--- config.mk ---
export PLATFORM = sky130hd
export DESIGN_NAME = scr_control_regs
export DESIGN_NICKNAME = d
export VERILOG_FILES = /design/src/logic/scr_pkg.sv /design/src/logic/scr_sync.sv /design/src/logic/scr_control_regs.sv
export SDC_FILE = /design/constraint.sdc
export NUM_CORES = 1
export LEC_CHECK = 0
export BUFFER_PORTS_ARGS = -buffer_cell sky130_fd_sc_hd__buf_2
export CORE_UTILIZATION = 40
export DETAILED_ROUTE_END_ITERATION = 6
export HOLD_SLACK_MARGIN = 0.03
export PLACE_DENSITY = 0.7
export SLEW_MARGIN = 15
export SYNTH_ARGS = -nofsm -noshare
export SYNTH_HDL_FRONTEND = slang
export SYNTH_SLANG_ARGS = --single-unit
export TNS_END_PERCENT = 10
--- constraint.sdc ---
create_clock -name ref_clk -period 1.9 [get_ports ref_clk]
set_input_delay 0.19 -clock ref_clk [delete_from_list [all_inputs] [get_ports ref_clk]]
set_output_delay 0.19 -clock ref_clk [all_outputs]
set_load 0.1 [all_outputs]
--- src/logic/scr_pkg.sv ---
// constants and types of the synthesizer control register file
package scr_pkg;
   localparam int unsigned WORD_W       = 22;
   localparam int unsigned DATA_W       = 20;
   localparam int unsigned ADDR_LSB     = 0;
   localparam int unsigned ADDR_MSB     = 1;
   localparam logic [1:0]  ADDR_IF_REF  = 2'h0;
   localparam logic [1:0]  ADDR_IF_FB   = 2'h1;
   localparam logic [1:0]  ADDR_RF_REF  = 2'h2;
   localparam logic [1:0]  ADDR_RF_FB   = 2'h3;
   // reference register fields, positions in the 22-bit word
   localparam int unsigned REF_DIV_LSB  = 2;
   localparam int unsigned REF_DIV_MSB  = 16;
   localparam int unsigned POL_BIT      = 17;
   localparam int unsigned CUR_BIT      = 18;
   localparam int unsigned HIZ_BIT      = 19;
   localparam int unsigned MOS_LO_BIT   = 20;
   localparam int unsigned MOS_HI_BIT   = 21;
   // feedback register fields
   localparam int unsigned SWA_LSB      = 2;
   localparam int unsigned SWA_USED_MSB = 5;
   localparam int unsigned BIN_LSB      = 9;
   localparam int unsigned BIN_MSB      = 19;
   localparam int unsigned PRE_BIT      = 20;
   localparam int unsigned PWD_BIT      = 21;
   // no documented reset value; zero chosen
   localparam logic [DATA_W-1:0] REG_RST = 20'h00000;
   localparam logic [WORD_W-1:0] SHIFT_RST = 22'h000000;
   // loop operating modes {pump_high_z, power_down}
   typedef enum logic [3:0] {
      SCR_NORMAL  = 4'h1,
      SCR_HIZ     = 4'h2,
      SCR_SYNC_PD = 4'h4,
      SCR_ASYN_PD = 4'h8
   } scr_mode_t;
endpackage

--- src/logic/scr_sync.sv ---
// two-flop synchroniser for one level from outside the clock domain
`timescale 1ns/1ps
module scr_sync (
   input  wire logic refClk,   // sampling clock
   input  wire logic nrst,     // async reset, active low
   input  wire logic asyncIn,  // outside level
   output logic      syncOut   // synchronised level
);
   logic meta_ff;

   always_ff @(posedge refClk or negedge nrst) begin
      if (!nrst) begin
         meta_ff <= 1'b0;
         syncOut <= 1'b0;
      end else begin
         meta_ff <= asyncIn;
         syncOut <= meta_ff;
      end
   end
endmodule

--- src/logic/scr_control_regs.sv ---
// serial-loaded write-only control register file with IF loop decode
`timescale 1ns/1ps
import scr_pkg::*;

//////////////////////////////////////////////////////////////////////////////
// Overview of operation
// low two word bits pick target register
// IF reference fields at bits 2..21
// host keeps reference divide 3 to 32767
// polarity bit picks negative or positive tuning
// current bit picks 0.95 or 3.80 mA
// high-z bit floats pump immediately
// IF feedback fields at bits 2..21
// swallow count upper three bits ignored
// host keeps binary count 3 to 2047
// prescaler bit picks 8/9 or 16/17
// powerdown bit parks the IF loop
// high-z plus powerdown pick pd style
// mode table normal, hiz, sync, async
// sync waits pump pulse end, async immediate
// MSB first shift, load on strobe rise
// only addressed register updates, all fields
module scr_control_regs
   import scr_pkg::*;
(
   input  wire logic        ref_clk,          // 125 MHz system clock
   input  wire logic        nrst,             // async reset, active low
   input  wire logic        serClk,           // serial clock pin
   input  wire logic        serData,          // serial data pin
   input  wire logic        latchStrobe,      // latch strobe pin
   input  wire logic        ifPumpPulse,      // IF pump active, same domain
   output logic [14:0]      refDivideValue_ff,  // IF reference divide
   output logic             detectorPolarity_ff, // 1 positive tuning
   output logic             pumpCurrentSel_ff,  // 1 high 3.80 mA
   output logic             pumpHighZ_ff,       // IF pump output floated
   output logic [1:0]       multiOutSel_ff,     // output select bits 21:20
   output logic [3:0]       swallowCount_ff,    // IF swallow count 0..15
   output logic [10:0]      binaryCount_ff,     // IF binary count
   output logic             prescalerSel_ff,    // 1 selects 16/17
   output logic             ifPowerDown_ff,     // IF loop powered down
   output logic [3:0]       ifMode_ff,          // one-hot operating mode
   output logic [DATA_W-1:0] rfReference_ff,    // RF reference data
   output logic [DATA_W-1:0] rfFeedback_ff      // RF feedback data
);
   //////////////////////////////////////////////////////////////////////////
   // pin synchronisers
   // every pin is outside the clock domain, so each one passes two
   // flops before any logic reads it; this costs two cycles of
   // latency but keeps metastability out of the shift register
   logic sClk;
   logic sData;
   logic sLatch;

   scr_sync uSyncClk (
      .refClk  (ref_clk),
      .nrst    (nrst),
      .asyncIn (serClk),
      .syncOut (sClk)
   );
   scr_sync uSyncData (
      .refClk  (ref_clk),
      .nrst    (nrst),
      .asyncIn (serData),
      .syncOut (sData)
   );
   scr_sync uSyncLatch (
      .refClk  (ref_clk),
      .nrst    (nrst),
      .asyncIn (latchStrobe),
      .syncOut (sLatch)
   );

   //////////////////////////////////////////////////////////////////////////
   // edge detection and shift register
   // pin pulses shorter than one clock period may be missed; the host
   // must keep the serial clock high and low for at least three cycles
   // delayed copies reset low, matching the idle pin level, so that
   // no false edge follows reset
   logic              sClkDly_ff;
   logic              sLatchDly_ff;
   logic [WORD_W-1:0] shift_ff;
   wire               clkRise   = sClk & ~sClkDly_ff;
   wire               latchRise = sLatch & ~sLatchDly_ff;
   wire [WORD_W-1:0]  nxt_shift = {shift_ff[WORD_W-2:0], sData};
   wire [1:0]         addrSel   = shift_ff[ADDR_MSB:ADDR_LSB];
   wire [DATA_W-1:0]  dataField = shift_ff[WORD_W-1:ADDR_MSB+1];
   wire               ldIfRef   = latchRise & (addrSel == ADDR_IF_REF);
   wire               ldIfFb    = latchRise & (addrSel == ADDR_IF_FB);
   wire               ldRfRef   = latchRise & (addrSel == ADDR_RF_REF);
   wire               ldRfFb    = latchRise & (addrSel == ADDR_RF_FB);

   always_ff @(posedge ref_clk or negedge nrst) begin
      if (!nrst) begin
         sClkDly_ff   <= 1'b0;
         sLatchDly_ff <= 1'b0;
         shift_ff     <= SHIFT_RST;
      end else begin
         sClkDly_ff   <= sClk;
         sLatchDly_ff <= sLatch;
         // extra bits fall off the top; only the last 22 matter
         if (clkRise) begin
            shift_ff <= nxt_shift;
         end
      end
   end

   //////////////////////////////////////////////////////////////////////////
   // control registers; loading works in powerdown too
   // one load strobe per register, so the other three hold their value
   // and all fields of the addressed one change on the same edge
   logic [DATA_W-1:0] ifReference_ff;
   logic [DATA_W-1:0] ifFeedback_ff;

   always_ff @(posedge ref_clk or negedge nrst) begin
      if (!nrst) begin
         ifReference_ff <= REG_RST;
         ifFeedback_ff  <= REG_RST;
         rfReference_ff <= REG_RST;
         rfFeedback_ff  <= REG_RST;
      end else begin
         if (ldIfRef) begin
            ifReference_ff <= dataField;
         end
         if (ldIfFb) begin
            ifFeedback_ff <= dataField;
         end
         if (ldRfRef) begin
            rfReference_ff <= dataField;
         end
         if (ldRfFb) begin
            rfFeedback_ff <= dataField;
         end
      end
   end

   // full 22-bit word view, so package positions apply directly
   wire [WORD_W-1:0] ifRefWord = {ifReference_ff, ADDR_IF_REF};
   wire [WORD_W-1:0] ifFbWord  = {ifFeedback_ff, ADDR_IF_FB};

   //////////////////////////////////////////////////////////////////////////
   // field outputs
   // selection as named wires; the flops below only register them
   wire [14:0] refDivSel = ifRefWord[REF_DIV_MSB:REF_DIV_LSB];
   wire        polSel    = ifRefWord[POL_BIT];
   wire        curSel    = ifRefWord[CUR_BIT];
   wire        hizSel    = ifRefWord[HIZ_BIT];
   wire [1:0]  mosSel    = ifRefWord[MOS_HI_BIT:MOS_LO_BIT];
   // bits 8:6 of the swallow field are dropped here on purpose
   wire [3:0]  swaSel    = ifFbWord[SWA_USED_MSB:SWA_LSB];
   wire [10:0] binSel    = ifFbWord[BIN_MSB:BIN_LSB];
   wire        preSel    = ifFbWord[PRE_BIT];

   // reference fields; high-z follows the bit with no pump alignment
   always_ff @(posedge ref_clk or negedge nrst) begin
      if (!nrst) begin
         refDivideValue_ff   <= 15'h0000;
         detectorPolarity_ff <= 1'b0;
         pumpCurrentSel_ff   <= 1'b0;
         pumpHighZ_ff        <= 1'b0;
         multiOutSel_ff      <= 2'h0;
      end else begin
         refDivideValue_ff   <= refDivSel;
         detectorPolarity_ff <= polSel;
         pumpCurrentSel_ff   <= curSel;
         pumpHighZ_ff        <= hizSel;
         multiOutSel_ff      <= mosSel;
      end
   end

   // feedback fields; range limits are the host's to keep
   always_ff @(posedge ref_clk or negedge nrst) begin
      if (!nrst) begin
         swallowCount_ff <= 4'h0;
         binaryCount_ff  <= 11'h000;
         prescalerSel_ff <= 1'b0;
      end else begin
         swallowCount_ff <= swaSel;
         binaryCount_ff  <= binSel;
         prescalerSel_ff <= preSel;
      end
   end

   //////////////////////////////////////////////////////////////////////////
   // operating mode and powerdown timing
   logic      pumpPulseDly_ff;
   scr_mode_t nxt_mode;
   wire       hizBit    = ifRefWord[HIZ_BIT];
   wire       pdBit     = ifFbWord[PWD_BIT];
   wire       pulseDone = pumpPulseDly_ff & ~ifPumpPulse;

   // the two bits live in different registers but decode as one word
   always_comb begin
      case ({hizBit, pdBit})
         2'b00:   nxt_mode = SCR_NORMAL;
         2'b10:   nxt_mode = SCR_HIZ;
         2'b01:   nxt_mode = SCR_SYNC_PD;
         2'b11:   nxt_mode = SCR_ASYN_PD;
         default: nxt_mode = SCR_NORMAL;
      endcase
   end

   // async request goes down at once; sync waits for a pulse to end
   // and, once down, stays down while the bit is set
   wire asyncDown = pdBit & (nxt_mode == SCR_ASYN_PD);
   wire syncDown  = pdBit & (ifPowerDown_ff | pulseDone);
   // clearing the bit powers the loop up again on the next edge
   wire nxt_pd    = asyncDown | syncDown;

   always_ff @(posedge ref_clk or negedge nrst) begin
      if (!nrst) begin
         pumpPulseDly_ff <= 1'b0;
         ifPowerDown_ff  <= 1'b0;
         ifMode_ff       <= SCR_NORMAL;
      end else begin
         pumpPulseDly_ff <= ifPumpPulse;
         ifPowerDown_ff  <= nxt_pd;
         ifMode_ff       <= nxt_mode;
      end
   end
endmodule

# After elaboration in Yosys (flattened, before gate mapping)

Index checks and enable logic that the tools add are counted.

Equality and inequality tests: 7
Muxes and demuxes: 1
Bitwise gates (word level): 14
Reductions and logical operators: 2

Operator list:

| operator                                             | count |
|---|---|
| one-hot mux 4 bit (4 select lines)                   | 1 |
| bitwise AND 1 bit                                    | 9 |
| equality test 2 bit (second input constant)          | 4 |
| equality test 2 x 1 -> 1 bit (second input constant) | 2 |
| equality test 4 bit (second input constant)          | 1 |
| zero test 2 bit                                      | 2 |
| inverter 1 bit                                       | 3 |
| OR 1 bit                                             | 2 |

Flip-flop bits (word level): 152
Logic and storage cells: 48

# Depth between registers and ports, before layout

Gate-level depths: netlist (run 1).

Depth in word-level cells: 5
Gate-level depth with buffers: 4

# By module

Synthesis (run 1) repeated with hierarchy kept, for this count alone.

Cell total of the unflattened synthesis: 269
Area, all modules: 5033.6 µm²

By module, submodules not included:

| module           | times used | cells an instance | area each (µm²) |
|---|---|---|---|
| scr_control_regs | 1          | 263               | 4883.4 |
| scr_sync         | 3          | 2                 | 50.0 |

# Worst setup path before layout (run 1)

OpenSTA, ideal clock, no wires.

Path kind: reg2reg
Start: register shift_ff[1]
End: register ifFeedback_ff[10]
Library setup time: 125 ps
Arrival: 1249 ps
Required time: 1775 ps
Slack: 526 ps
Cell stages (with the launch flop): 5
Period minus slack after synthesis: 1374 ps
Cells stage by stage: dfrtp_1 and4bb_1 buf_6 buf_6 mux2_4

Cells in the longest elaborated chain, start to end: 2

Ends and longest elaborated chain:

| element                      | line                    | text |
|---|---|---|
| start: declaration           | scr_control_regs.sv:81  | `logic [WORD_W-1:0] shift_ff;` |
| start signal: assignment     | scr_control_regs.sv:102 | `shift_ff <= nxt_shift;` |
| equality test 2 x 1 -> 1 bit | scr_control_regs.sv:88  | `wire ldIfFb = latchRise & (addrSel == ADDR_IF_FB);` |
| bitwise AND 1 bit            | scr_control_regs.sv:88  |  |
| end signal: assignment       | scr_control_regs.sv:125 | `ifFeedback_ff <= dataField;` |
| end: declaration             | scr_control_regs.sv:112 | `logic [DATA_W-1:0] ifFeedback_ff;` |

Every way passes these cells.
A chain may end at the register's enable or synchronous reset.

# Worst setup path after layout (run 1)

Start: register ifMode_ff[0]
End: output port ifMode_ff[0]

RTL lines:

| element                  | line                    | text |
|---|---|---|
| start: declaration       | scr_control_regs.sv:41  | `output logic [3:0] ifMode_ff,` |
| start signal: assignment | scr_control_regs.sv:217 | `ifMode_ff <= nxt_mode;` |

No word-level cell between the ends.

==> results.md, run 1 <==
* ANT cells at 0
* Critical path arrival at 1.34 ns
* Post-Synth Adder-Cell Area at 0%
* Post-DP HPWL at 6071 um
* Multiplexer area fraction after synthesis at 22.85%
* Slew HR at 64.06%
* Worst Max-Slew Pin Slew at 0.5391 ns
* Final wirelength at 9183 um
* Die height at 114.3 um
* R2R Setup Slk at 0.40 ns
* Die Area at 0.01306 mm2
* Final Net Count at 388
* Reg2reg end: rfReference_ff[11]
* Crit-path max FO at 1
* Post-Syn Nets at 275
* Tmin final at 1.533 ns
* Vias in the first global route at 2798
* Fmax at 0.6521 GHz
* Postcts setup bufs at 0
* Max cap viols at 0
* TritonRoute pass-1 iters at 7
* First-pass GRT wire length at 15070 um
* Top_reg_cell synth: dfrtp_1
* Most instantiated cells after synthesis: dfrtp_1, mux2_2, mux2_4
* Asr flop ratio synth at 100.0%
* IO buf count at 86
* Final number of max-transition violations at 0
* TritonCTS Buffers at 17
* Post-DRT Antenna Nets at 0
* Flops & latches, synth at 149
* Largest net degree at the start of global routing at 59
* Synth area leader: dfrtp_1
* Core Box Area at 0.01216 mm2
* Top Ports at 87
* Crit path cell chain: buf_2
* Reg-to-reg startpoint: shift_ff[0]
* Via Count at 2621
* Initial antenna violation count at 0
* Die X at 114.3 um
* Simple-gate share of the synthesized area at 1.663%
* GRT Overall Usage at 15.76%
* Remaining global-route overflow at 0
* Routability Congestion at 0.7004
* Syn avg cell area at 18.74 um2
* Starting Density at 41.46%
* DRC at 0
* Critical setup path kind: reg2out
* Clock buffer depth at 2
* PostCTS Resize Cnt at 0
* Crit path capture type: output port
* Synth Area in Compound Gates at 0.1737%
* Register area share after synthesis at 73.97%
* Share of the synthesized area in the top cell type at 73.45%
* Post-Syn Area at 0.005042 mm2
* Required @ worst endpoint at 1.71 ns
* Hold Vio Cnt, Final at 0
* Final TNS setup at 0 ns
* Worst path bufs/invs at 1
* TritonCTS clock tree: done
* CTS Sinks at 149
* Count leader, synth: dfrtp_1
* Worst setup SP type: register
* Yosys warnings at 0
* XOR/XNOR Fraction of Synth Area at 0%
* DR iter-0 viols at 104
* Number of flops mapped to enable cells by yosys at 0
* # rows at 40
* Clk Latency, worst-skew pair at 0.42 ns
* Slowest-stage cell, CP: dfstp_2
* Clk root buf: clkbuf_16
* Synth area leaders: dfrtp_1, mux2_2, mux2_4
* RSZ-0062 raised after global routing: false
* WL/cell at 16.31 um
* CTS clk-pin slew, worst paths at 0.06 ns
* Status: finished, final reports clean
* Share of layout cells above drive strength 1 at 58.48%
* Area growth syn-to-layout at 26.53%
* Setup Viol. Count Final at 0
* Synth cell types at 16
* Critical Path Max Stage Delay at 0.52 ns
* Main combinational cell family by area after synthesis: multiplexers
* Mapped Cells at 269
* Cts hold-fix bufs at 5
* Top delay family on crit path: flip-flops
* Min-delay worst type: in2async
* Max Clock Skew at 0.008004 ns
* H-Tree Level Count at 4
* Final period utilization at 80.71%
* Vias/cell at 4.655
* Fillers at 1024
* Worst R2R Path Depth at 3
==> per-layer routing <==
metal  vias up  global-route usage, %  part of all wire, %  wire, um
met5         -                      0                    0         0
met1      1356                  19.89                   45      4120
met2        81                  24.00                   48      4414
met4         0                  6.753                  1.3       121
met3        14                  6.458                  5.7       526
li1       1170                      -                    -         -
==> how the worst max path moves through the flow <==
stage / startpoint / end / cells past startpoint
after floorplan: shift_ff[1] / ifFeedback_ff[10] / 4
after global placement: shift_ff[0] / rfReference_ff[10] / 3
after detailed placement: shift_ff[0] / rfReference_ff[12] / 3
after CTS: ifMode_ff[0] / ifMode_ff[0] / 1
after global routing: shift_ff[0] / rfReference_ff[18] / 3
final: ifMode_ff[0] / ifMode_ff[0] / 1
==> layout make-up <==
cell class / count / area (um2) / area share, %
clock inverter: 8 / 72.57 / 1.137
tap: 168 / 210.2 / 3.295
sequential: 149 / 3730 / 58.46
timing repair buffer: 104 / 609.3 / 9.551
clock buffer: 24 / 501.7 / 7.864
multi-input combinational: 110 / 1256 / 19.69
==> cell usage in the layout, fill, tap and decap left out, drive strengths merged <==
| cell | n |
|---|---|
| nand4b | 1 |
| dlygate4sd3 | 5 |
| buf | 99 |
| o31a | 1 |
| nor4b | 1 |
| and4bb | 2 |
| dfstp | 1 |
| clkbuf | 24 |
| mux2 | 99 |
| and2 | 1 |
| nor2 | 1 |
| bufinv | 1 |
| clkinvlp | 3 |
| clkinv | 4 |
| nor2b | 4 |
| dfrtp | 148 |
==> kinds of logic (layout without fill, tap and decap cells) <==
| logic type | Yosys count | after routing |
|---|---|---|
| AOI/OAI and AO/OA | 1 | 1 |
| muxes | 99 | 99 |
| and+or+nand+nor | 10 | 10 |
| DFF | 149 | 149 |
| buffers and inverters | 10 | 136 |
==> flip-flops by register name, indices dropped and copies added, names as in the netlist, 11 cells and up <==
signal and flops:
rfFeedback_ff 20, shift_ff 22, rfReference_ff 20, ifReference_ff 20
refDivideValue_ff 15, binaryCount_ff 11, ifFeedback_ff 17
==> metrics by stage <==
step / hold slack, ns / instance area, um2 / setup WS [ns] / utilization, % / instances
after floorplan: -0.1056 / 5042 / 0.5261 / - / 269
after global placement: 0.1886 / 5756 / 0.4729 / 47.33 / 526
after detailed placement: 0.1973 / 5756 / 0.3986 / 47.33 / 526
after CTS: 0.3272 / 6380 / 0.3405 / 52.46 / 563
after global routing: 0.3496 / 6380 / 0.3177 / 52.46 / 563
final: 0.3173 / 6380 / 0.3666 / 52.46 / 563
Power of run 1 is left out: the tool's default activity adds up to more than one toggle a clock period on the data nets, which glitch-free logic cannot reach.
==> inputs of run 2 (changes only) <==
clock period = 1.42 ns   (was 1.9 ns; I/O delays follow)
==> run 2 against run 1 <==
  * The flow now finishes with violations (setup timing)
  * Critical path depth is 2 higher
  * Register-to-register slack worse by 0.44 ns
  * Via count is 0.38% higher
  * Die area stayed put
  * Core utilization is 2.1 points higher
  * Sequential cell count stayed put
  * Critical endpoint is now rfReference_ff[15]
  * Largest cell class unchanged
==> results.md, run 2 (synthesis results as in run 1) <==
* Status: finished, violations left (was finished, final reports clean)
* Failing checks: setup timing
* Final wirelength at 9272 um (was 9183 um)
* Final setup margin at -0.04137 ns (was 0.3666 ns)
* First-pass GRT wire length at 14860 um (was 15070 um)
* DR iter-0 viols at 110 (was 104)
* Reg2reg end: rfReference_ff[15] (was rfReference_ff[11])
* # rows at 40 (unchanged)
* Post-Place Setup Slack at -0.04548 ns (was 0.3986 ns)
* TritonCTS clock tree: done (unchanged)
* Crit path cell chain: and4bb_2 > buf_12 > mux2_2 (was buf_2)
* Routability Congestion at 0.6900 (was 0.7004)
* Worst Max-Slew Pin Slew at 0.5113 ns (was 0.5391 ns)
* Top Ports at 87 (unchanged)
* Core Box Area at 0.01216 mm2 (unchanged)
* Met2 WL at 4493 um (was 4414 um)
* Met3 Wirelength at 411 um (was 526 um)
* CTS clk-pin slew, worst paths at 0.06 ns (about the same)
* Tmin final at 1.461 ns
* Hold Vio Cnt, Final at 0 (unchanged)
* Final number of max-transition violations at 0 (unchanged)
* Clk root buf: clkbuf_16 (unchanged)
* Crit path capture type: register (was output port)
* Die X at 114.3 um (unchanged)
* H-Tree Level Count at 4 (unchanged)
* Largest register FFs at 22 (unchanged)
* Slew HR at 66.15% (was 64.06%)
* Post-DP HPWL at 6026 um (was 6071 um)
* Vias in the first global route at 2764 (was 2798)
* Die Area at 0.01306 mm2 (unchanged)
* Final TNS setup at -0.7565 ns (was 0 ns)
* Final period utilization at 102.9%
* Largest net degree at the start of global routing at 44 (was 59)
* GRT Overall Usage at 15.57% (was 15.76%)
* Final Net Count at 390 (was 388)
* Area growth syn-to-layout at 31.61% (was 26.53%)
* Critical path arrival at 1.75 ns (was 1.34 ns)
* Worst setup SP type: register (unchanged)
* Die height at 114.3 um (unchanged)
* Remaining global-route overflow at 0 (unchanged)
* Worst R2R Path Depth at 3 (unchanged)
* Reg-to-reg startpoint: shift_ff[0] (unchanged)
* R2R Setup Slk at -0.04 ns (was 0.40 ns)
* RSZ-0062 raised after global routing: true (was false)
* Initial antenna violation count at 0 (unchanged)
* Util after Layout at 54.57% (was 52.46%)
* Top Metal Used: met4 (unchanged)
* Crit path to: rfReference_ff[15] (was ifMode_ff[0])
* Clk Latency, worst-skew pair at 0.41 ns (was 0.42 ns)
* Via Count at 2631 (was 2621)
* Clock buffer depth at 2 (unchanged)
* Share of layout cells above drive strength 1 at 59.60% (was 58.48%)
* ANT cells at 0 (unchanged)
* Critical setup path kind: reg2reg (was reg2out)
* Post-DRT Antenna Nets at 0 (unchanged)
* Biggest register: shift_ff (unchanged)
* Max cap viols at 0 (unchanged)
* Required @ worst endpoint at 1.71 ns (about the same)
* Fillers at 977 (was 1024)
* Commonest non-fill, non-tap cell in the layout: dfrtp_1 (unchanged)
* WL/cell at 16.44 um (was 16.31 um)
* Vias/cell at 4.665 (was 4.655)
* CTS Sinks at 149 (unchanged)
* Max Clock Skew at 0.009357 ns (was 0.008004 ns)
* DRC at 0 (unchanged)
* TritonCTS Buffers at 17 (unchanged)
* CP startpoint: shift_ff[0] (was ifMode_ff[0])
* WL met1 at 4268 um (was 4120 um)
* Fmax at 0.6843 GHz
* Slowest-stage cell, CP: dfrtp_2 (was dfstp_2)
* IO buf count at 86 (unchanged)
* Critical Path Max Stage Delay at 0.45 ns (was 0.52 ns)
* Min-delay worst type: in2async (unchanged)
* TritonRoute pass-1 iters at 4 (was 7)
* Crit-path max FO at 17 (was 1)
* Postcts setup bufs at 0 (unchanged)
* Commonest cells after routing, fill and taps aside: dfrtp_1, buf_2, mux2_2, mux2_4, clkbuf_16 (was dfrtp_1, mux2_2, buf_2, clkbuf_16, buf_4)
* Starting Density at 41.46% (unchanged)
* Setup Viol. Count Final at 39 (was 0)
==> run 2: changes by cell type in the layout (fill, tap and decap cells not counted), moves of 3 or more <==
cell | previous run | this run
mux2_4 | 10 | 38
buf_4 | 11 | 5
buf_6 | 1 | 4
buf_12 | 2 | 8
mux2_2 | 88 | 60
==> run 2: critical path: cells and delay by family (launching register included) <==
family / cells / cell delay (ns)
mux: 1 / 0.34
buf+inv: 1 / 0.20
simple gates: 1 / 0.35
flops: 1 / 0.45
==> run 2: cell type report <==
class / count / area (um2) / share of cell area [%]
Sequential cell: 149 / 3732 / 56.24
Clock buffer: 23 / 498.0 / 7.504
Multi-Input combinational cell: 110 / 1361 / 20.51
Tap cell: 168 / 210.2 / 3.167
Timing Repair Buffer: 106 / 713.2 / 10.75
Clock inverter: 8 / 121.4 / 1.829
==> run 2: repair_timing <==
action / 4_1_cts / 5_1_grt
endpoints found under the setup margin: 42 / 57
gates resized for setup: 14 / 24
pin swaps: 1 / 1
hold endpoints to repair: 112 / 0
hold buffers: 5 / 0
==> run 2: how the worst min path moves through the flow <==
stage,start,to,depth (start not counted)
floorplan,nrst,binaryCount_ff[0],0
global placement,nrst,shift_ff[14],1
detailed placement,nrst,shift_ff[13],1
CTS,nrst,shift_ff[13],2
global route,nrst,binaryCount_ff[3],2
finish,nrst,binaryCount_ff[3],2
==> run 2: through the flow <==
step | cells | instance area, um2 | hold slack (ns)
finish | 564 | 6636 | 0.2494
global route | 564 | 6636 | 0.2752
CTS | 564 | 6549 | 0.2522
detailed placement | 528 | 5833 | 0.1051
global placement | 528 | 5833 | 0.1046
floorplan | 269 | 5042 | -0.1536
==> run 2: layer usage <==
layer / vias up / global-route usage (%)
li1: 1171 / -
met1: 1373 / 20.36
met2: 78 / 24.20
met3: 9 / 5.135
met4: 0 / 5.974
met5: - / 0
Power of run 2 is left out for the same reason.
==> inputs of run 3 (changes only) <==
CAP_MARGIN = 10   (was not set)
CTS_BUF_LIST = sky130_fd_sc_hd__clkbuf_2   (was not set)
==> run 3 against run 2 <==
  * The flow still finishes with violations (setup timing)
  * Fmax shrank 6.9%
  * Count of clock-buffer cells in the layout down 5
  * First-iteration DRC count is 15% lower
  * Die area is the same
  * Largest cell class unchanged
  * Highest routed layer unchanged
==> results.md, run 3 (synthesis results as in run 1) <==
* Status: finished, violations left (unchanged)
* Failing checks: setup timing (unchanged)
* Via Count at 2668 (was 2631)
* Post-DP Area at 0.005833 mm2 (unchanged)
* Area growth syn-to-layout at 46.43% (was 31.61%)
* Final number of max-transition violations at 0 (unchanged)
* Final setup margin at -0.1493 ns (was -0.04137 ns)
* Slowest-stage cell, CP: dfstp_2 (was dfrtp_2)
* CTS Sinks at 149 (unchanged)
* R2R Setup Slk at -0.09 ns (was -0.04 ns)
* Top Ports at 87 (unchanged)
* Post-DRT Antenna Nets at 0 (unchanged)
* Top Metal Used: met4 (unchanged)
* Worst Max-Slew Pin Slew at 0.4499 ns (was 0.5113 ns)
* Required @ worst endpoint at 1.28 ns (was 1.71 ns)
* Critical Path Max Stage Delay at 0.59 ns (was 0.45 ns)
* Largest register FFs at 22 (unchanged)
* Top delay family on crit path: flip-flops (unchanged)
* Die X at 114.3 um (unchanged)
* Fillers at 892 (was 977)
* CTS clk-pin slew, worst paths at 0.17 ns (was 0.06 ns)
* Largest net degree at the start of global routing at 44 (unchanged)
* GRT Overall Usage at 17.04% (was 15.57%)
* Critical setup path kind: reg2out (was reg2reg)
* Min-delay src: ifPumpPulse
* Worst path bufs/invs at 1 (unchanged)
* Worst setup SP type: register (unchanged)
* TritonCTS Buffers at 17 (unchanged)
* Hold Vio Cnt, Final at 0 (unchanged)
* Tmin final at 1.569 ns (was 1.461 ns)
* Fmax at 0.6372 GHz (was 0.6843 GHz)
* ANT cells at 0 (unchanged)
* Crit path capture type: output port (was register)
* WL/cell at 17.88 um (was 16.44 um)
* Commonest non-fill, non-tap cell in the layout: dfrtp_1 (unchanged)
* Die height at 114.3 um (unchanged)
* Clock buffer depth at 2 (unchanged)
* Biggest register: shift_ff (unchanged)
* Hold depth at 2
* Setup Viol. Count Final at 111 (was 39)
* Post-Layout Cell Count at 571 (was 564)
* Fin area at 0.007383 mm2 (was 0.006636 mm2)
* Post-Place Setup Slack at -0.04548 ns (unchanged)
* Util after Layout at 60.71% (was 54.57%)
* Die Area at 0.01306 mm2 (unchanged)
* Worst R2R Path Depth at 3 (unchanged)
* Min-delay worst type: in2reg (was in2async)
* Peak supply drop at 1871 uV
* Hold EP: pumpPulseDly_ff
* Met2 WL at 5258 um (was 4493 um)
* Final wirelength at 10210 um (was 9272 um)
* Reg2reg end: rfReference_ff[16] (was rfReference_ff[15])
* First-pass GRT wire length at 16220 um (was 14860 um)
* Core Box Area at 0.01216 mm2 (unchanged)
* Clk root buf: clkbuf_2 (was clkbuf_16)
* Slew HR at 70.01% (was 66.15%)
* Final TNS setup at -3.869 ns (was -0.7565 ns)
* TritonCTS clock tree: done (unchanged)
* Share of layout cells above drive strength 1 at 58.31% (was 59.60%)
* Crit path cell chain: buf_12 (was and4bb_2 > buf_12 > mux2_2)
* Vias in the first global route at 2896 (was 2764)
* RSZ-0062 raised after global routing: true (unchanged)
* Max Clock Skew at 0.03093 ns (was 0.009357 ns)
* Starting Density at 41.46% (unchanged)
* H-Tree Level Count at 4 (unchanged)
* Critical path arrival at 1.43 ns (was 1.75 ns)
* DR iter-0 viols at 93 (was 110)
* Pleak at 3.526 nW
* Crit-path max FO at 1 (was 17)
* Commonest cells after routing, fill and taps aside: dfrtp_1, mux2_2, buf_12, mux2_4, buf_8 (was dfrtp_1, buf_2, mux2_2, mux2_4, clkbuf_16)
* Vias/cell at 4.673 (was 4.665)
* Clk Latency, worst-skew pair at 0.69 ns (was 0.41 ns)
* Met3 Wirelength at 559 um (was 411 um)
* TritonRoute pass-1 iters at 4 (unchanged)
* Remaining global-route overflow at 0 (unchanged)
* Initial antenna violation count at 0 (unchanged)
* Power Density at 2251 mW/mm2
* Post-DP HPWL at 6026 um (unchanged)
* IO buf count at 86 (unchanged)
* # rows at 40 (unchanged)
* WL met1 at 4334 um (was 4268 um)
* Final period utilization at 110.5% (was 102.9%)
* DRC at 0 (unchanged)
* Routability Congestion at 0.6900 (unchanged)
* Max cap viols at 0 (unchanged)
* Final Net Count at 397 (was 390)
* Placed insts at 528 (unchanged)
* Reg-to-reg startpoint: shift_ff[0] (unchanged)
[run 3: changes by cell type in the layout (fill, tap and decap cells not counted), moves of 17 or more]
cell and change:
buf_8 +25, buf_12 +56, clkbuf_2 +18, buf_2 -80, clkbuf_16 -17
[run 3: worst max-delay path by stage]
stage	from	endpoint	slack (ns)	cells past startpoint
after global placement	shift_ff[1]	ifReference_ff[16]	-0.02	3
after CTS	ifMode_ff[0]	ifMode_ff[0]	-0.21	1
after global routing	ifMode_ff[0]	ifMode_ff[0]	-0.26	1
after detailed placement	shift_ff[1]	ifReference_ff[12]	-0.05	3
after floorplan	shift_ff[1]	ifFeedback_ff[10]	0.05	4
final	ifMode_ff[0]	ifMode_ff[0]	-0.15	1
[run 3: stage by stage]
stage | power [mW] | hold WS, ns
4_1_cts | 16.42 | 0.05734
3_5_place_dp | 12.19 | 0.1051
5_1_grt | 17.24 | 0.06005
3_3_place_gp | 12.10 | 0.1046
6_report | 16.62 | 0.1320
2_1_floorplan | 11.00 | -0.1536
[run 3: what timing repair did]
| action | CTS | global route |
|---|---|---|
| endpoints found under the setup margin | 128 | 141 |
| pin swaps | 0 | 1 |
| setup buffers | 2 | 1 |
| gates resized for setup | 291 | 41 |
| hold endpoints to repair | 154 | 0 |
| hold buffers | 9 | 0 |
[run 3: metal layers]
metal	GRT usage (%)	up-vias
met5	0	-
met4	5.455	0
met3	6.458	9
met2	28.36	76
met1	20.50	1400
li1	-	1183
[run 3: report_power, final]
group / switching [mW] / internal (mW)
clock: 1.38 / 0.943
sequential: 1.08 / 5.30
combinational: 5.01 / 2.91
[run 3: final cells by class]
cell class                      instances  area (um2)  share of cell area [%]
Clock inverter                         13       140.1                   1.898
Sequential cell                       149        3732                   50.55
Clock buffer                           18       90.09                   1.220
Tap cell                              168       210.2                   2.847
Timing Repair Buffer                  113        1864                   25.25
Multi-Input combinational cell        110        1346                   18.23
Note: power is estimated with default switching activity, not from simulation.
